<file path="config.mk">
export PLATFORM = sky130hd
export DESIGN_NAME = arc_top
export DESIGN_NICKNAME = d
export VERILOG_FILES = /design/src/arc_pkg.sv /design/src/arc_top.sv
export VERILOG_INCLUDE_DIRS = /design/src /design/src/src
export SDC_FILE = /design/constraint.sdc
export NUM_CORES = 1
export LEC_CHECK = 0
export ABC_AREA = 1
export BUFFER_PORTS_ARGS = -buffer_cell sky130_fd_sc_hd__buf_4
export CAP_MARGIN = 0
export CORE_MARGIN = 5
export CORE_UTILIZATION = 52
export CTS_BUF_LIST = sky130_fd_sc_hd__clkbuf_8 sky130_fd_sc_hd__clkbuf_16
export DETAILED_ROUTE_END_ITERATION = 12
export PLACE_DENSITY = 0.83
export SYNTH_ARGS = -nofsm -noshare
export SYNTH_HDL_FRONTEND = slang
export SYNTH_SLANG_ARGS = --single-unit
</file>
<file path="constraint.sdc">
create_clock -name CLK_IN -period 3.6 [get_ports CLK_IN]
set_input_delay 0.18 -clock CLK_IN [delete_from_list [all_inputs] [get_ports CLK_IN]]
set_output_delay 0.18 -clock CLK_IN [all_outputs]
set_load 0.05 [all_outputs]
</file>
<file path="src/arc_defines.svh">
`ifndef ARC_DEFINES_SVH
`define ARC_DEFINES_SVH
`define ARC_OFF_SC1    8'h00
`define ARC_OFF_SC2    8'h04
`define ARC_OFF_RH     8'h08
`define ARC_OFF_RL     8'h0c
`define ARC_OFF_CVH    8'h10
`define ARC_OFF_CVL    8'h14
`define ARC_OFF_CFG    8'h18
`define ARC_BIT_ACTIVE 7
`define ARC_BIT_DONE   7
`define ARC_BIT_TSEL   6
`define ARC_BIT_CMPEN  5
`define ARC_BIT_GE     4
`define ARC_CH_OFF     5'h1f
`define ARC_MODE_8     2'h0
`define ARC_MODE_10    2'h2
`define ARC_CH_RST     5'h1f
`endif

</file>
<file path="src/arc_pkg.sv">
package arc_pkg;
  typedef struct packed {
    logic [7:0] addr;
    logic       wr;
  } arc_req_t;
  typedef struct packed {
    logic       tsel;
    logic       cmp_en;
    logic       ge;
  } arc_ctl_t;
endpackage

</file>
<file path="src/arc_top.sv">
`timescale 1ns/100ps
`include "arc_defines.svh"
module arc_top
  import arc_pkg::*;
(
  input  wire logic        CLK_IN,
  input  wire logic        RESETN_IN,
  input  wire logic        HSEL_IN,
  input  wire logic [31:0] HADDR_IN,
  input  wire logic [1:0]  HTRANS_IN,
  input  wire logic        HWRITE_IN,
  input  wire logic [2:0]  HSIZE_IN,
  input  wire logic [31:0] HWDATA_IN,
  input  wire logic        HREADY_IN,
  output logic      [31:0] HRDATA_OUT,
  output logic             HREADYOUT_OUT,
  output logic             HRESP_OUT,
  input  wire logic        HW_TRIGGER_IN,
  input  wire logic        CONV_DONE_IN,
  input  wire logic [9:0]  CONV_RESULT_IN,
  output logic             CONV_START_OUT,
  output logic             CONV_ABORT_OUT,
  output logic             CONV_ACTIVE_OUT,
  output logic      [4:0]  CHANNEL_OUT,
  output logic             MODE_TEN_OUT
);

  function automatic logic mode_ten(input logic [1:0] m);
    mode_ten = (m == `ARC_MODE_10);
  endfunction

  function automatic logic cmp_met(input logic [9:0] res,
                                   input logic [1:0] cvh,
                                   input logic [7:0] cvl,
                                   input logic       ten,
                                   input logic       ge);
    logic [9:0] r;
    logic [9:0] v;
    r = ten ? res : {2'h0, res[7:0]};
    v = ten ? {cvh, cvl} : {2'h0, cvl};
    if (ge) begin
      cmp_met = (r >= v);
    end else begin
      cmp_met = (r < v);
    end
  endfunction

  arc_req_t   req_q;
  logic       dphase_q;
  arc_ctl_t   ctl_q;
  logic [4:0] ch_q;
  logic [1:0] mode_q;
  logic       ten_q;
  logic [1:0] cvh_q;
  logic [7:0] cvl_q;
  logic [9:0] res_q;
  logic       done_flag_q;
  logic       lock_q;
  logic       active_q;
  logic       start_q;
  logic       abort_q;
  logic [31:0] rdata_q;
  logic       trig_s1_q;
  logic       trig_s2_q;
  logic       trig_s3_q;

  logic       ten;
  logic       addr_ok;
  logic [7:0] a_addr;
  logic       rd_now;
  logic       rd_hi;
  logic       rd_lo;
  logic       wr_sc1;
  logic       wr_sc2;
  logic       wr_cfg;
  logic       sw_go;
  logic       hw_edge;
  logic       hw_go;
  logic       go;
  logic       done_ok;
  logic       met;
  logic       load;
  logic       xfer;
  logic [31:0] rd_mux;

  assign ten     = mode_ten(mode_q);
  assign addr_ok = HSEL_IN && HTRANS_IN[1] && HREADY_IN;
  assign a_addr  = HADDR_IN[7:0];
  assign rd_now  = addr_ok && !HWRITE_IN;
  assign rd_hi   = rd_now && (a_addr == `ARC_OFF_RH);
  assign rd_lo   = rd_now && (a_addr == `ARC_OFF_RL);
  assign wr_sc1  = dphase_q && req_q.wr && (req_q.addr == `ARC_OFF_SC1);
  assign wr_sc2  = dphase_q && req_q.wr && (req_q.addr == `ARC_OFF_SC2);
  assign wr_cfg  = dphase_q && req_q.wr && (req_q.addr == `ARC_OFF_CFG);

  assign sw_go   = wr_sc1 && !ctl_q.tsel && (HWDATA_IN[4:0] != `ARC_CH_OFF);
  assign hw_edge = trig_s2_q && !trig_s3_q;
  assign hw_go   = hw_edge && ctl_q.tsel && !wr_sc1 && (ch_q != `ARC_CH_OFF);
  assign go      = sw_go || hw_go;
  assign done_ok = CONV_DONE_IN && active_q && !wr_sc1;

  assign met  = cmp_met(CONV_RESULT_IN, cvh_q, cvl_q, ten, ctl_q.ge);
  assign load = done_ok && (!ctl_q.cmp_en || met);
  assign xfer = load && !(lock_q && ten);

  always_comb begin
    rd_mux = 32'h0;
    case (a_addr)
      `ARC_OFF_SC1: rd_mux = {24'h0, done_flag_q, 2'h0, ch_q};
      `ARC_OFF_SC2: rd_mux = {24'h0, active_q, ctl_q, 4'h0};
      `ARC_OFF_RH:  rd_mux = {30'h0, ten ? res_q[9:8] : 2'h0};
      `ARC_OFF_RL:  rd_mux = {24'h0, res_q[7:0]};
      `ARC_OFF_CVH: rd_mux = {30'h0, cvh_q};
      `ARC_OFF_CVL: rd_mux = {24'h0, cvl_q};
      `ARC_OFF_CFG: rd_mux = {28'h0, mode_q, 2'h0};
      default:      rd_mux = 32'h0;
    endcase
  end

  // Zero wait states, so read data is caught at the address phase
  always_ff @(posedge CLK_IN or negedge RESETN_IN) begin
    if (!RESETN_IN) begin
      req_q    <= '0;
      dphase_q <= 1'b0;
      rdata_q  <= 32'h0;
    end else begin
      dphase_q <= addr_ok;
      if (addr_ok) begin
        req_q.addr <= a_addr;
        req_q.wr   <= HWRITE_IN;
      end
      if (rd_now) begin
        rdata_q <= rd_mux;
      end
    end
  end

  always_ff @(posedge CLK_IN or negedge RESETN_IN) begin
    if (!RESETN_IN) begin
      ch_q   <= `ARC_CH_RST;
      ctl_q  <= '0;
      mode_q <= `ARC_MODE_8;
      ten_q  <= 1'b0;
      cvh_q  <= 2'h0;
      cvl_q  <= 8'h0;
    end else if (dphase_q && req_q.wr) begin
      if (wr_sc1) begin
        ch_q <= HWDATA_IN[4:0];
      end
      if (wr_sc2) begin
        ctl_q <= HWDATA_IN[6:4];
      end
      if (wr_cfg) begin
        mode_q <= HWDATA_IN[3:2];
        ten_q  <= mode_ten(HWDATA_IN[3:2]);
      end
      if (req_q.addr == `ARC_OFF_CVH) begin
        cvh_q <= HWDATA_IN[1:0];
      end
      if (req_q.addr == `ARC_OFF_CVL) begin
        cvl_q <= HWDATA_IN[7:0];
      end
    end
  end

  // Trigger pin is asynchronous to the bus clock
  always_ff @(posedge CLK_IN or negedge RESETN_IN) begin
    if (!RESETN_IN) begin
      trig_s1_q <= 1'b0;
      trig_s2_q <= 1'b0;
      trig_s3_q <= 1'b0;
    end else begin
      trig_s1_q <= HW_TRIGGER_IN;
      trig_s2_q <= trig_s1_q;
      trig_s3_q <= trig_s2_q;
    end
  end

  always_ff @(posedge CLK_IN or negedge RESETN_IN) begin
    if (!RESETN_IN) begin
      start_q  <= 1'b0;
      abort_q  <= 1'b0;
      active_q <= 1'b0;
    end else begin
      start_q <= go;
      abort_q <= wr_sc1 && active_q;
      if (go) begin
        active_q <= 1'b1;
      end else if (wr_sc1 || done_ok) begin
        active_q <= 1'b0;
      end
    end
  end

  always_ff @(posedge CLK_IN or negedge RESETN_IN) begin
    if (!RESETN_IN) begin
      done_flag_q <= 1'b0;
    end else begin
      done_flag_q <= load || (done_flag_q && !wr_sc1 && !rd_lo);
    end
  end

  always_ff @(posedge CLK_IN or negedge RESETN_IN) begin
    if (!RESETN_IN) begin
      lock_q <= 1'b0;
    end else if (rd_lo || !ten || (wr_cfg && HWDATA_IN[3:2] != mode_q)) begin
      lock_q <= 1'b0;
    end else if (rd_hi) begin
      lock_q <= 1'b1;
    end
  end

  // stale data kept after mode change
  always_ff @(posedge CLK_IN or negedge RESETN_IN) begin
    if (!RESETN_IN) begin
      res_q <= 10'h0;
    end else if (xfer) begin
      res_q <= ten ? CONV_RESULT_IN : {2'h0, CONV_RESULT_IN[7:0]};
    end
  end

  assign HRDATA_OUT      = rdata_q;
  assign CONV_START_OUT  = start_q;
  assign CONV_ABORT_OUT  = abort_q;
  assign CONV_ACTIVE_OUT = active_q;
  assign CHANNEL_OUT     = ch_q;
  assign MODE_TEN_OUT    = ten_q;

  always_ff @(posedge CLK_IN or negedge RESETN_IN) begin
    if (!RESETN_IN) begin
      HREADYOUT_OUT <= 1'b0;
      HRESP_OUT     <= 1'b0;
    end else begin
      HREADYOUT_OUT <= 1'b1;
      HRESP_OUT     <= 1'b0;
    end
  end

  active_set_a: assert property (
    @(posedge CLK_IN) disable iff (!RESETN_IN)
    go |=> (active_q && start_q))
    else $error("start did not raise active");

  active_clr_a: assert property (
    @(posedge CLK_IN) disable iff (!RESETN_IN)
    (done_ok && !go) |=> !active_q)
    else $error("active stayed after completion");

  sw_start_a: assert property (
    @(posedge CLK_IN) disable iff (!RESETN_IN)
    (wr_sc1 && !ctl_q.tsel && HWDATA_IN[4:0] != `ARC_CH_OFF) |=> start_q)
    else $error("software write did not start");

  hw_gate_a: assert property (
    @(posedge CLK_IN) disable iff (!RESETN_IN)
    (hw_edge && !ctl_q.tsel && !wr_sc1) |=> !start_q)
    else $error("hardware trigger started in software mode");

  cmp_off_a: assert property (
    @(posedge CLK_IN) disable iff (!RESETN_IN)
    (done_ok && !ctl_q.cmp_en) |=> done_flag_q)
    else $error("completion flag missed with compare off");

  ge_load_a: assert property (
    @(posedge CLK_IN) disable iff (!RESETN_IN)
    (done_ok && ctl_q.cmp_en && ctl_q.ge && ten && !lock_q &&
     CONV_RESULT_IN >= {cvh_q, cvl_q}) |=> res_q == $past(CONV_RESULT_IN))
    else $error("greater-equal result not loaded");

  lt_hold_a: assert property (
    @(posedge CLK_IN) disable iff (!RESETN_IN)
    (done_ok && ctl_q.cmp_en && !ctl_q.ge && ten &&
     CONV_RESULT_IN >= {cvh_q, cvl_q}) |=> res_q == $past(res_q))
    else $error("unmet less-than compare loaded result");

  lock_set_a: assert property (
    @(posedge CLK_IN) disable iff (!RESETN_IN)
    (rd_hi && ten && !wr_cfg) |=> lock_q)
    else $error("high read did not lock results");

  lock_hold_a: assert property (
    @(posedge CLK_IN) disable iff (!RESETN_IN)
    (lock_q && ten && done_ok) |=> res_q == $past(res_q))
    else $error("locked result overwritten");

  high_zero_a: assert property (
    @(posedge CLK_IN) disable iff (!RESETN_IN)
    (rd_hi && !ten) |=> HRDATA_OUT[1:0] == 2'h0)
    else $error("high result not zero in 8-bit mode");

endmodule

</file>
==> results of run 1 <==
[area by class of cell]
| cell class | count | area (um2) |
|---|---|---|
| Fill cell | 528 | 2150 |
| Sequential cell | 58 | 1460 |
| Multi-Input combinational cell | 269 | 1330 |
| Timing Repair Buffer | 54 | 410 |
| Inverter | 52 | 195 |
| Clock buffer | 11 | 151 |
| Clock inverter | 5 | 101 |
| Tap cell | 75 | 93.8 |
[path summary, 6_finish.rpt]
path                                          endpoint  slack, ps  cells past startpoint
setup / recovery                  res_q[9]$_DFFE_PN0P_       1060                     16
min in group asynchronous     CONV_ABORT_OUT$_DFF_PN0_        440                      2
hold reg to reg                    trig_s2_q$_DFF_PN0_        350                      0
max in group asynchronous         cvl_q[6]$_DFFE_PN0P_       2680                      2
setup reg to reg                  res_q[9]$_DFFE_PN0P_       1060                     16
hold / removal             CONV_ACTIVE_OUT$_DFFE_PN0P_         70                      2
[power by group]
group / switching (mW) / internal [mW] / leakage [nW] / total [mW]
Clock: 0.251 / 0.495 / 0.127 / 0.746
Combinational: 0.369 / 0.160 / 1.29 / 0.529
Sequential: 0.0828 / 0.779 / 0.675 / 0.861
[metal layers]
metal | global-route usage (%) | vias up
met5 | 0 | -
met4 | 7.53 | 0
met3 | 3.03 | 13
met2 | 33.1 | 97
met1 | 27.3 | 1261
li1 | - | 1307
[metrics by stage]
stage / instances / total power [mW] / hold WS [ps] / area (um2)
after floorplan: 411 / 1.26 / -116 / 3210
after global placement: 506 / 1.37 / 274 / 3470
after detailed placement: 506 / 1.39 / 282 / 3470
after CTS: 524 / 2.14 / 59.1 / 3740
after global routing: 524 / 2.24 / 62.9 / 3740
final: 524 / 2.14 / 74.2 / 3740
[cells in the final DEF, fill, tap and decap left out, drive strengths merged]
cell type	synthesis	layout
nand4	13	13
dfrtp	53	53
a31oi	1	1
o211ai	1	1
clkbuf	1	11
dfstp	5	5
ha	10	10
a21oi	5	5
o21ai	46	46
inv	52	53
o31ai	2	2
dlygate4sd3	0	2
nand3	17	17
nand2	112	112
nor3	9	9
xor2	2	2
o21a	2	2
bufinv	0	3
conb	2	26
nand3b	1	1
or2	1	1
clkinvlp	0	1
buf	31	52
nor2	18	18
o22ai	3	3
[registers in the layout, indices dropped and copies added, names as in the netlist, 2 cells and up]
signal       cells
cvl_q            8
res_q           10
CHANNEL_OUT      5
mode_q           2
req_q            9
cvh_q            2
HRDATA_OUT       8
ctl_q            3
[worst max-delay path, stage by stage (launching register included)]
cell and delay, ps:
dfrtp_1 410, inv_1 70, nor2_1 80, buf_4 180
inv_1 60, nor2_1 200, ha_1 290, nand2_1 110
inv_1 60, nand2_1 60, nand3_1 60, nor2_1 100
nand3_1 80, nand3_2 200, nand3_2 250, nand2_1 150
nand2_1 60
[cells by family after synthesis]
| logic type | Yosys count | share of synthesized area, % |
|---|---|---|
| AOI/OAI and AO/OA | 60 | 10.2 |
| xor gates and xnor gates | 2 | 0.561 |
| adders and majority gates | 10 | 4.01 |
| buffers and inverters | 84 | 13.6 |
| DFF | 58 | 46.7 |
| other | 2 | 0.240 |
| and+or+nand+nor | 171 | 24.7 |
==> impl_metrics.ini, run 1 <==
[run_status]
status = finished, final reports clean

[run]
drv_cap = 0

[synthesis]
yosysMostFrequentCell = nand2_1
synthCells = 387
synth_edf_count = 0
synth_top_area_share_pct = 42.5
yosys_most_used_dff = dfrtp_1
avgSynthCellArea_um2 = 8.07
synthArstFlopShare_pct = 100
synth_cell_type_count = 32
yosysTopAreaCell = dfrtp_1
syn-cell-area_um2 = 3120
ys_top_cells_by_area = dfrtp_1 (42%), nand2_1 (13%), o21ai_0 (7.1%)
synth_common_cells = nand2_1 (110), dfrtp_1 (53), inv_1 (51)
ys_warn_count = 0
yosysSeqAreaShare_pct = 46.7
yosys_register_bits = 58

[setup_path]
timing.rr.start = mode_q[1]$_DFFE_PN0P_
crit_path_max_fanout = 12
start_kind = register
path_class = reg2reg
critPathArrivalTime_ps = 2760
endpoint_kind = register
critPathLaunch = mode_q[1]$_DFFE_PN0P_
required_ps = 3820

[floorplanning]
die_area_um2 = 7660
die_h_um = 87.5
start_util_pct = 53.1
rows = 28
io_pins = 129
coreArea_um2 = 5890
die_w_um = 87.5

[routing]
drt_first_iter_violations = 203
top_layer_used = met4
wl_per_cell_um = 14.1
wl_um = 7410
met2WireLength_um = 3530
routed-wl-met3_um = 430
wl_met1_um = 3350
vias_per_cell = 5.11
ant_nets = 0
firstDrtPassIters = 5
vias = 2678
drc_errors = 0

[sta]
fin_crit_sh_pct = 70.6
fin_worst_skew_ps = 9.42
slew_viol_final = 0
tightest_slew_ps = 709
finalHoldViolCount = 0
setup_viol = 0
relSlewSlack_pct = 52.7
layout_min_cycle_time_ps = 2540
setup_ws_ps = 1060
tns_ps = 0
rsz0062_at_grt = no
max_freq_mhz = 394

[grt]
grt_pass1_wl_um = 12000
grt_overflow = 0
grt_pass1_vias = 2556
grt_antenna_before_repair = 0
grtUsageTotal_pct = 20.3
grt_start_max_net_pins = 59

[clock_network]
cts.sinks = 58
path_clk_slew_ps = 60
cts-resized-gates = 0
cts_root_buf = clkbuf_8
clock_latency_ps = 330
cts_setup_buffers = 0
cts_hold_buf = 2
cts_tree = built
numCtsBuffers = 9
clk_path_buf_depth = 2
h-tree-depth = 3

[power]
power.leakage_nw = 2.09
pwr_density_cell_nw_per_um2 = 571
ir_drop_mv = 0.336

[layout]
final_nets = 540
drive_gt1_share_pct = 19.2
area_growth_pct = 19.8
utilization_pct = 63.5
antennaDiodeCount = 0

[min_path]
hold_path.class = in2reg
hold_start = CONV_DONE_IN

[placed_design]
io_buffers = 51
gp_congestion = 0.896
hpwlAfterDp_um = 5720
post-place-ws_ps = 1090
No activity file was read; power rests on OpenSTA's default activity.
==> inputs of run 2 (changes only) <==
--- a/config.mk
+++ b/config.mk
@@ -10,10 +10,10 @@
 export BUFFER_PORTS_ARGS = -buffer_cell sky130_fd_sc_hd__buf_4
 export CAP_MARGIN = 0
 export CORE_MARGIN = 5
-export CORE_UTILIZATION = 52
+export CORE_UTILIZATION = 44
 export CTS_BUF_LIST = sky130_fd_sc_hd__clkbuf_8 sky130_fd_sc_hd__clkbuf_16
 export DETAILED_ROUTE_END_ITERATION = 12
-export PLACE_DENSITY = 0.83
+export PLACE_DENSITY = 0.74
 export SYNTH_ARGS = -nofsm -noshare
 export SYNTH_HDL_FRONTEND = slang
 export SYNTH_SLANG_ARGS = --single-unit
==> constraint.sdc (replaced) <==
create_clock -name CLK_IN -period 2 [get_ports CLK_IN]
set_input_delay 0.1 -clock CLK_IN [delete_from_list [all_inputs] [get_ports CLK_IN]]
set_output_delay 0.1 -clock CLK_IN [all_outputs]
set_load 0.05 [all_outputs]
==> impl_metrics.ini, run 2 (same netlist as run 1, synthesis figures left out) <==
[clock_network]
numCtsBuffers = 9
cts_tree = built
path_clk_slew_ps = 80
clock_latency_ps = 350
h-tree-depth = 3
clk_path_buf_depth = 2
cts_root_buf = clkbuf_8
cts.sinks = 58

[layout]
reg_top3 = res_q (10), req_q (9)
drive_gt1_share_pct = 24.1
antennaDiodeCount = 0
regMostFlops = res_q
largest_register_ffs = 10
final_cell_mix = nand2_1 (105), buf_4 (61), dfrtp_1 (53)
final_area_um2 = 3940
final_nets = 555
layout_commonest_cell = nand2_1
area_growth_pct = 26.2

[routing]
vias_per_cell = 4.93
firstDrtPassIters = 5
vias = 2760
ant_nets = 0
wl_um = 7810
drt_first_iter_violations = 161
drc_errors = 0
wl_per_cell_um = 13.9

[grt]
grtUsageTotal_pct = 18.6
grt_pass1_wl_um = 12600
grt_start_max_net_pins = 59
grt_pass1_vias = 2652
grt_antenna_before_repair = 0
grt_overflow = 0

[floorplanning]
start_util_pct = 45.5
die_h_um = 94.2
die_w_um = 94.2
rows = 30
io_pins = 129
die_area_um2 = 8880
coreArea_um2 = 6870

[placed_design]
placed_area_um2 = 3560
io_buffers = 51
gp_congestion = 0.890
hpwlAfterDp_um = 5810

[sta]
finalHoldViolCount = 0
max_freq_mhz = 476
setup_viol = 11
slew_viol_final = 0
setup_ws_ps = -103
tightest_slew_ps = 716
fin_crit_sh_pct = 105
rsz0062_at_grt = yes
fin_worst_skew_ps = 11.5
relSlewSlack_pct = 52.3
layout_min_cycle_time_ps = 2100

[setup_path]
start_kind = register
path_class = reg2reg
crit_path_max_fanout = 6
critPathArrivalTime_ps = 2330
required_ps = 2230
endpoint_kind = register

[power]
p_switching_mw = 1.37
pwr-share-comb_pct = 29.4
swShare_pct = 36.5
pwr_density_cell_nw_per_um2 = 952
ir_drop_mv = 0.617
intPower_mw = 2.38
seqPwrFrac_pct = 41.5
power.leakage_nw = 2.14
report.power.total_mw = 3.75
p_clk_share_pct = 29.1

[run_status]
violations = negative setup slack
status = finished with violations

[run]
drv_cap = 0

[min_path]
hold_path.class = in2reg
run 2: repair_timing:
action / CTS / global route
gates resized for setup: 21 / 2
endpoints found under the hold margin: 56 / 0
cloned: 2 / 0
pin swaps: 11 / 7
hold buffers: 4 / 0
endpoints found under the setup margin: 11 / 11
buffers inserted: 2 / 0
run 2: final cells by class:
cell class,instances,area (um2)
Fill cell,626,2930
Tap cell,96,120
Timing Repair Buffer,68,532
Clock buffer,10,138
Multi-Input combinational cell,270,1430
Sequential cell,58,1460
Clock inverter,6,66.3
Inverter,52,195
run 2: path summary, 6_finish.rpt:
kind                                  startpoint                     to  slack (ps)  depth (start not counted)
min reg2reg                  trig_s1_q$_DFF_PN0_    trig_s2_q$_DFF_PN0_         350                          0
max                        mode_q[0]$_DFFE_PN0P_   res_q[9]$_DFFE_PN0P_        -100                         14
max reg2reg                mode_q[0]$_DFFE_PN0P_   res_q[9]$_DFFE_PN0P_        -100                         14
min                                 HWDATA_IN[3]  mode_q[1]$_DFFE_PN0P_          20                          3
max in group asynchronous              RESETN_IN   res_q[7]$_DFFE_PN0P_        1170                          2
min in group asynchronous              RESETN_IN   req_q[7]$_DFFE_PN0P_         350                          2
run 2: power groups by stage:
stage	combinational, mW	sequential (mW)	clock (mW)
2_1_floorplan	0.543	1.72	0
3_3_place_gp	0.957	1.56	0
3_5_place_dp	0.987	1.56	0
4_1_cts	1.09	1.55	1.11
5_1_grt	1.20	1.58	1.15
6_report	1.10	1.56	1.09
run 2: routing by layer:
metal,track usage (%),up-vias,share of wire (%)
met5,0,-,0
met4,8.66,0,2.0
met3,3.45,14,7.0
met2,29.6,112,47
met1,24.3,1294,44
li1,-,1340,-
run 2: stage by stage:
step | TNS (ps) | setup WS, ps | std cells | util, % | hold WS [ps]
6_report | -800 | -103 | 560 | 57.4 | 17.8
5_1_grt | -2170 | -218 | 560 | 57.4 | 23.9
4_1_cts | -536 | -63.9 | 560 | 57.2 | 11.0
3_5_place_dp | -1830 | -181 | 536 | 51.9 | 203
3_3_place_gp | -767 | -80.2 | 536 | 51.9 | 195
2_1_floorplan | 0 | 55.3 | 411 | - | -196
run 2: critical path, stage by stage (launching register included):
cell	delay (ps)
dfrtp_1	410
nor2_4	160
buf_6	130
nand2_2	60
ha_4	270
nand2_4	60
nor2_4	110
nand2_1	60
nor2_1	100
nor2_1	50
nand3_1	110
nand3_4	140
buf_6	170
nand4_1	80
nand2_1	90
==> inputs of run 3 (changes only) <==
--- a/config.mk
+++ b/config.mk
@@ -10,10 +10,10 @@
 export BUFFER_PORTS_ARGS = -buffer_cell sky130_fd_sc_hd__buf_4
 export CAP_MARGIN = 0
 export CORE_MARGIN = 5
-export CORE_UTILIZATION = 44
+export CORE_UTILIZATION = 52
 export CTS_BUF_LIST = sky130_fd_sc_hd__clkbuf_8 sky130_fd_sc_hd__clkbuf_16
 export DETAILED_ROUTE_END_ITERATION = 12
-export PLACE_DENSITY = 0.74
+export PLACE_DENSITY = 0.83
 export SYNTH_ARGS = -nofsm -noshare
 export SYNTH_HDL_FRONTEND = slang
 export SYNTH_SLANG_ARGS = --single-unit
==> constraint.sdc (replaced) <==
create_clock -name CLK_IN -period 2.7 [get_ports CLK_IN]
set_input_delay 0.135 -clock CLK_IN [delete_from_list [all_inputs] [get_ports CLK_IN]]
set_output_delay 0.135 -clock CLK_IN [all_outputs]
set_load 0.05 [all_outputs]
==> impl_metrics.ini, run 3 (same netlist as run 1, synthesis figures left out) <==
[power]
swShare_pct = 36.6
pwr_density_cell_nw_per_um2 = 690
p_clk_share_pct = 26.1
intPower_mw = 1.61
ir_drop_mv = 0.451
report.power.total_mw = 2.55
power.leakage_nw = 2.08
seqPwrFrac_pct = 45.3
p_switching_mw = 0.930
pwr-share-comb_pct = 28.6

[routing]
ant_nets = 0
drc_errors = 0
wl_per_cell_um = 13.9
vias = 2678
wl_um = 7320
vias_per_cell = 5.07
firstDrtPassIters = 5
drt_first_iter_violations = 158

[layout]
layout_commonest_cell = nand2_1
largest_register_ffs = 10
regMostFlops = res_q
drive_gt1_share_pct = 19.4
antennaDiodeCount = 0
final_cell_mix = nand2_1 (110), buf_4 (55), inv_1 (54)
area_growth_pct = 18.0
reg_top3 = res_q (10), req_q (9)
final_nets = 544
final_area_um2 = 3690

[setup_path]
crit_path_max_fanout = 10
start_kind = register
required_ps = 2930
endpoint_kind = register
path_class = reg2reg
critPathArrivalTime_ps = 2640
reg2reg_slack_ps = 290

[clock_network]
cts.sinks = 58
h-tree-depth = 3
cts_tree = built
clk_path_buf_depth = 2
clock_latency_ps = 340
cts_root_buf = clkbuf_8
path_clk_slew_ps = 60
cts_setup_buffers = 0
numCtsBuffers = 9

[floorplanning]
rows = 28
die_w_um = 87.5
die_h_um = 87.5
die_area_um2 = 7660
start_util_pct = 53.1
io_pins = 129
coreArea_um2 = 5890

[placed_design]
hpwlAfterDp_um = 5750
gp_congestion = 0.857
io_buffers = 51
placed_area_um2 = 3490

[sta]
fin_worst_skew_ps = 8.35
finalHoldViolCount = 0
layout_min_cycle_time_ps = 2410
tns_ps = 0
rsz0062_at_grt = no
slew_viol_final = 0
setup_viol = 0
relSlewSlack_pct = 51.6
whs_ps = 19.2
fin_crit_sh_pct = 89.2
tightest_slew_ps = 726
max_freq_mhz = 415

[grt]
grt_start_max_net_pins = 59
grtUsageTotal_pct = 20.7
grt_pass1_wl_um = 12000
grt_overflow = 0
grt_pass1_vias = 2620
grt_antenna_before_repair = 0

[min_path]
hold_path.class = in2reg

[run]
drv_cap = 0

[run_status]
status = finished, final reports clean
[run 3: cell types whose count changed in the layout (fill, tap and decap cells not counted), sizes merged]
cell and change:
inv +3, buf -9, dlygate4sd3 -1, clkinv +1, nand3 -1, bufinv -1, clkinvlp -3
[run 3: layout make-up]
cell class / instances / area (um2)
clock buffer: 10 / 138
clock inverter: 6 / 26.3
fill: 538 / 2200
inverter: 52 / 195
multi-input combinational: 269 / 1330
sequential: 58 / 1460
tap: 75 / 93.8
timing repair buffer: 58 / 443
[run 3: routing by layer]
| layer | share of wire (%) | vias to the layer above | global-route usage [%] |
|---|---|---|---|
| li1 | - | 1317 | - |
| met1 | 44 | 1255 | 27.0 |
| met2 | 47 | 90 | 32.6 |
| met3 | 7.1 | 16 | 4.07 |
| met4 | 2.0 | 0 | 10.3 |
| met5 | 0 | - | 0 |
[run 3: critical path, stage by stage (launching register included)]
cell     delay, ps
dfrtp_1        440
nor2_2         240
inv_1           80
nor2_1         240
ha_1           290
nand2_1        110
inv_1           60
nand2_1         70
nand3_1         80
nor2_1         110
nand3_1         90
nand3_2        100
nand3_2        200
nand2_1        140
nand2_1         50
[run 3: path summary, 6_finish.rpt]
kind	startpoint	to	depth (start not counted)
min in group asynchronous	RESETN_IN	req_q[8]$_DFFE_PN0P_	2
min	HWDATA_IN[2]	MODE_TEN_OUT$_DFFE_PN0P_	2
max reg2reg	mode_q[0]$_DFFE_PN0P_	res_q[0]$_DFFE_PN0P_	14
max in group asynchronous	RESETN_IN	cvh_q[0]$_DFFE_PN0P_	2
max	mode_q[0]$_DFFE_PN0P_	res_q[0]$_DFFE_PN0P_	14
min reg2reg	trig_s1_q$_DFF_PN0_	trig_s2_q$_DFF_PN0_	0
[run 3: power groups by stage]
stage	sequential, mW	combinational (mW)	clock (mW)
floorplan	1.27	0.402	0
global placement	1.15	0.701	0
detailed placement	1.16	0.725	0
CTS	1.15	0.728	0.675
global route	1.17	0.804	0.705
finish	1.15	0.729	0.664
[run 3: timing repair]
item,4_1_cts,5_1_grt
hold buffers,3,0
endpoints found under the hold margin,55,0
endpoints found under the setup margin,0,10
resized for setup,0,1
[run 3: metrics by stage]
step | instances | setup slack, ps | utilization (%)
global route | 528 | 16.0 | 62.6
floorplan | 411 | 679 | -
global placement | 509 | 338 | 59.3
CTS | 528 | 225 | 62.6
finish | 528 | 291 | 62.6
detailed placement | 509 | 240 | 59.3
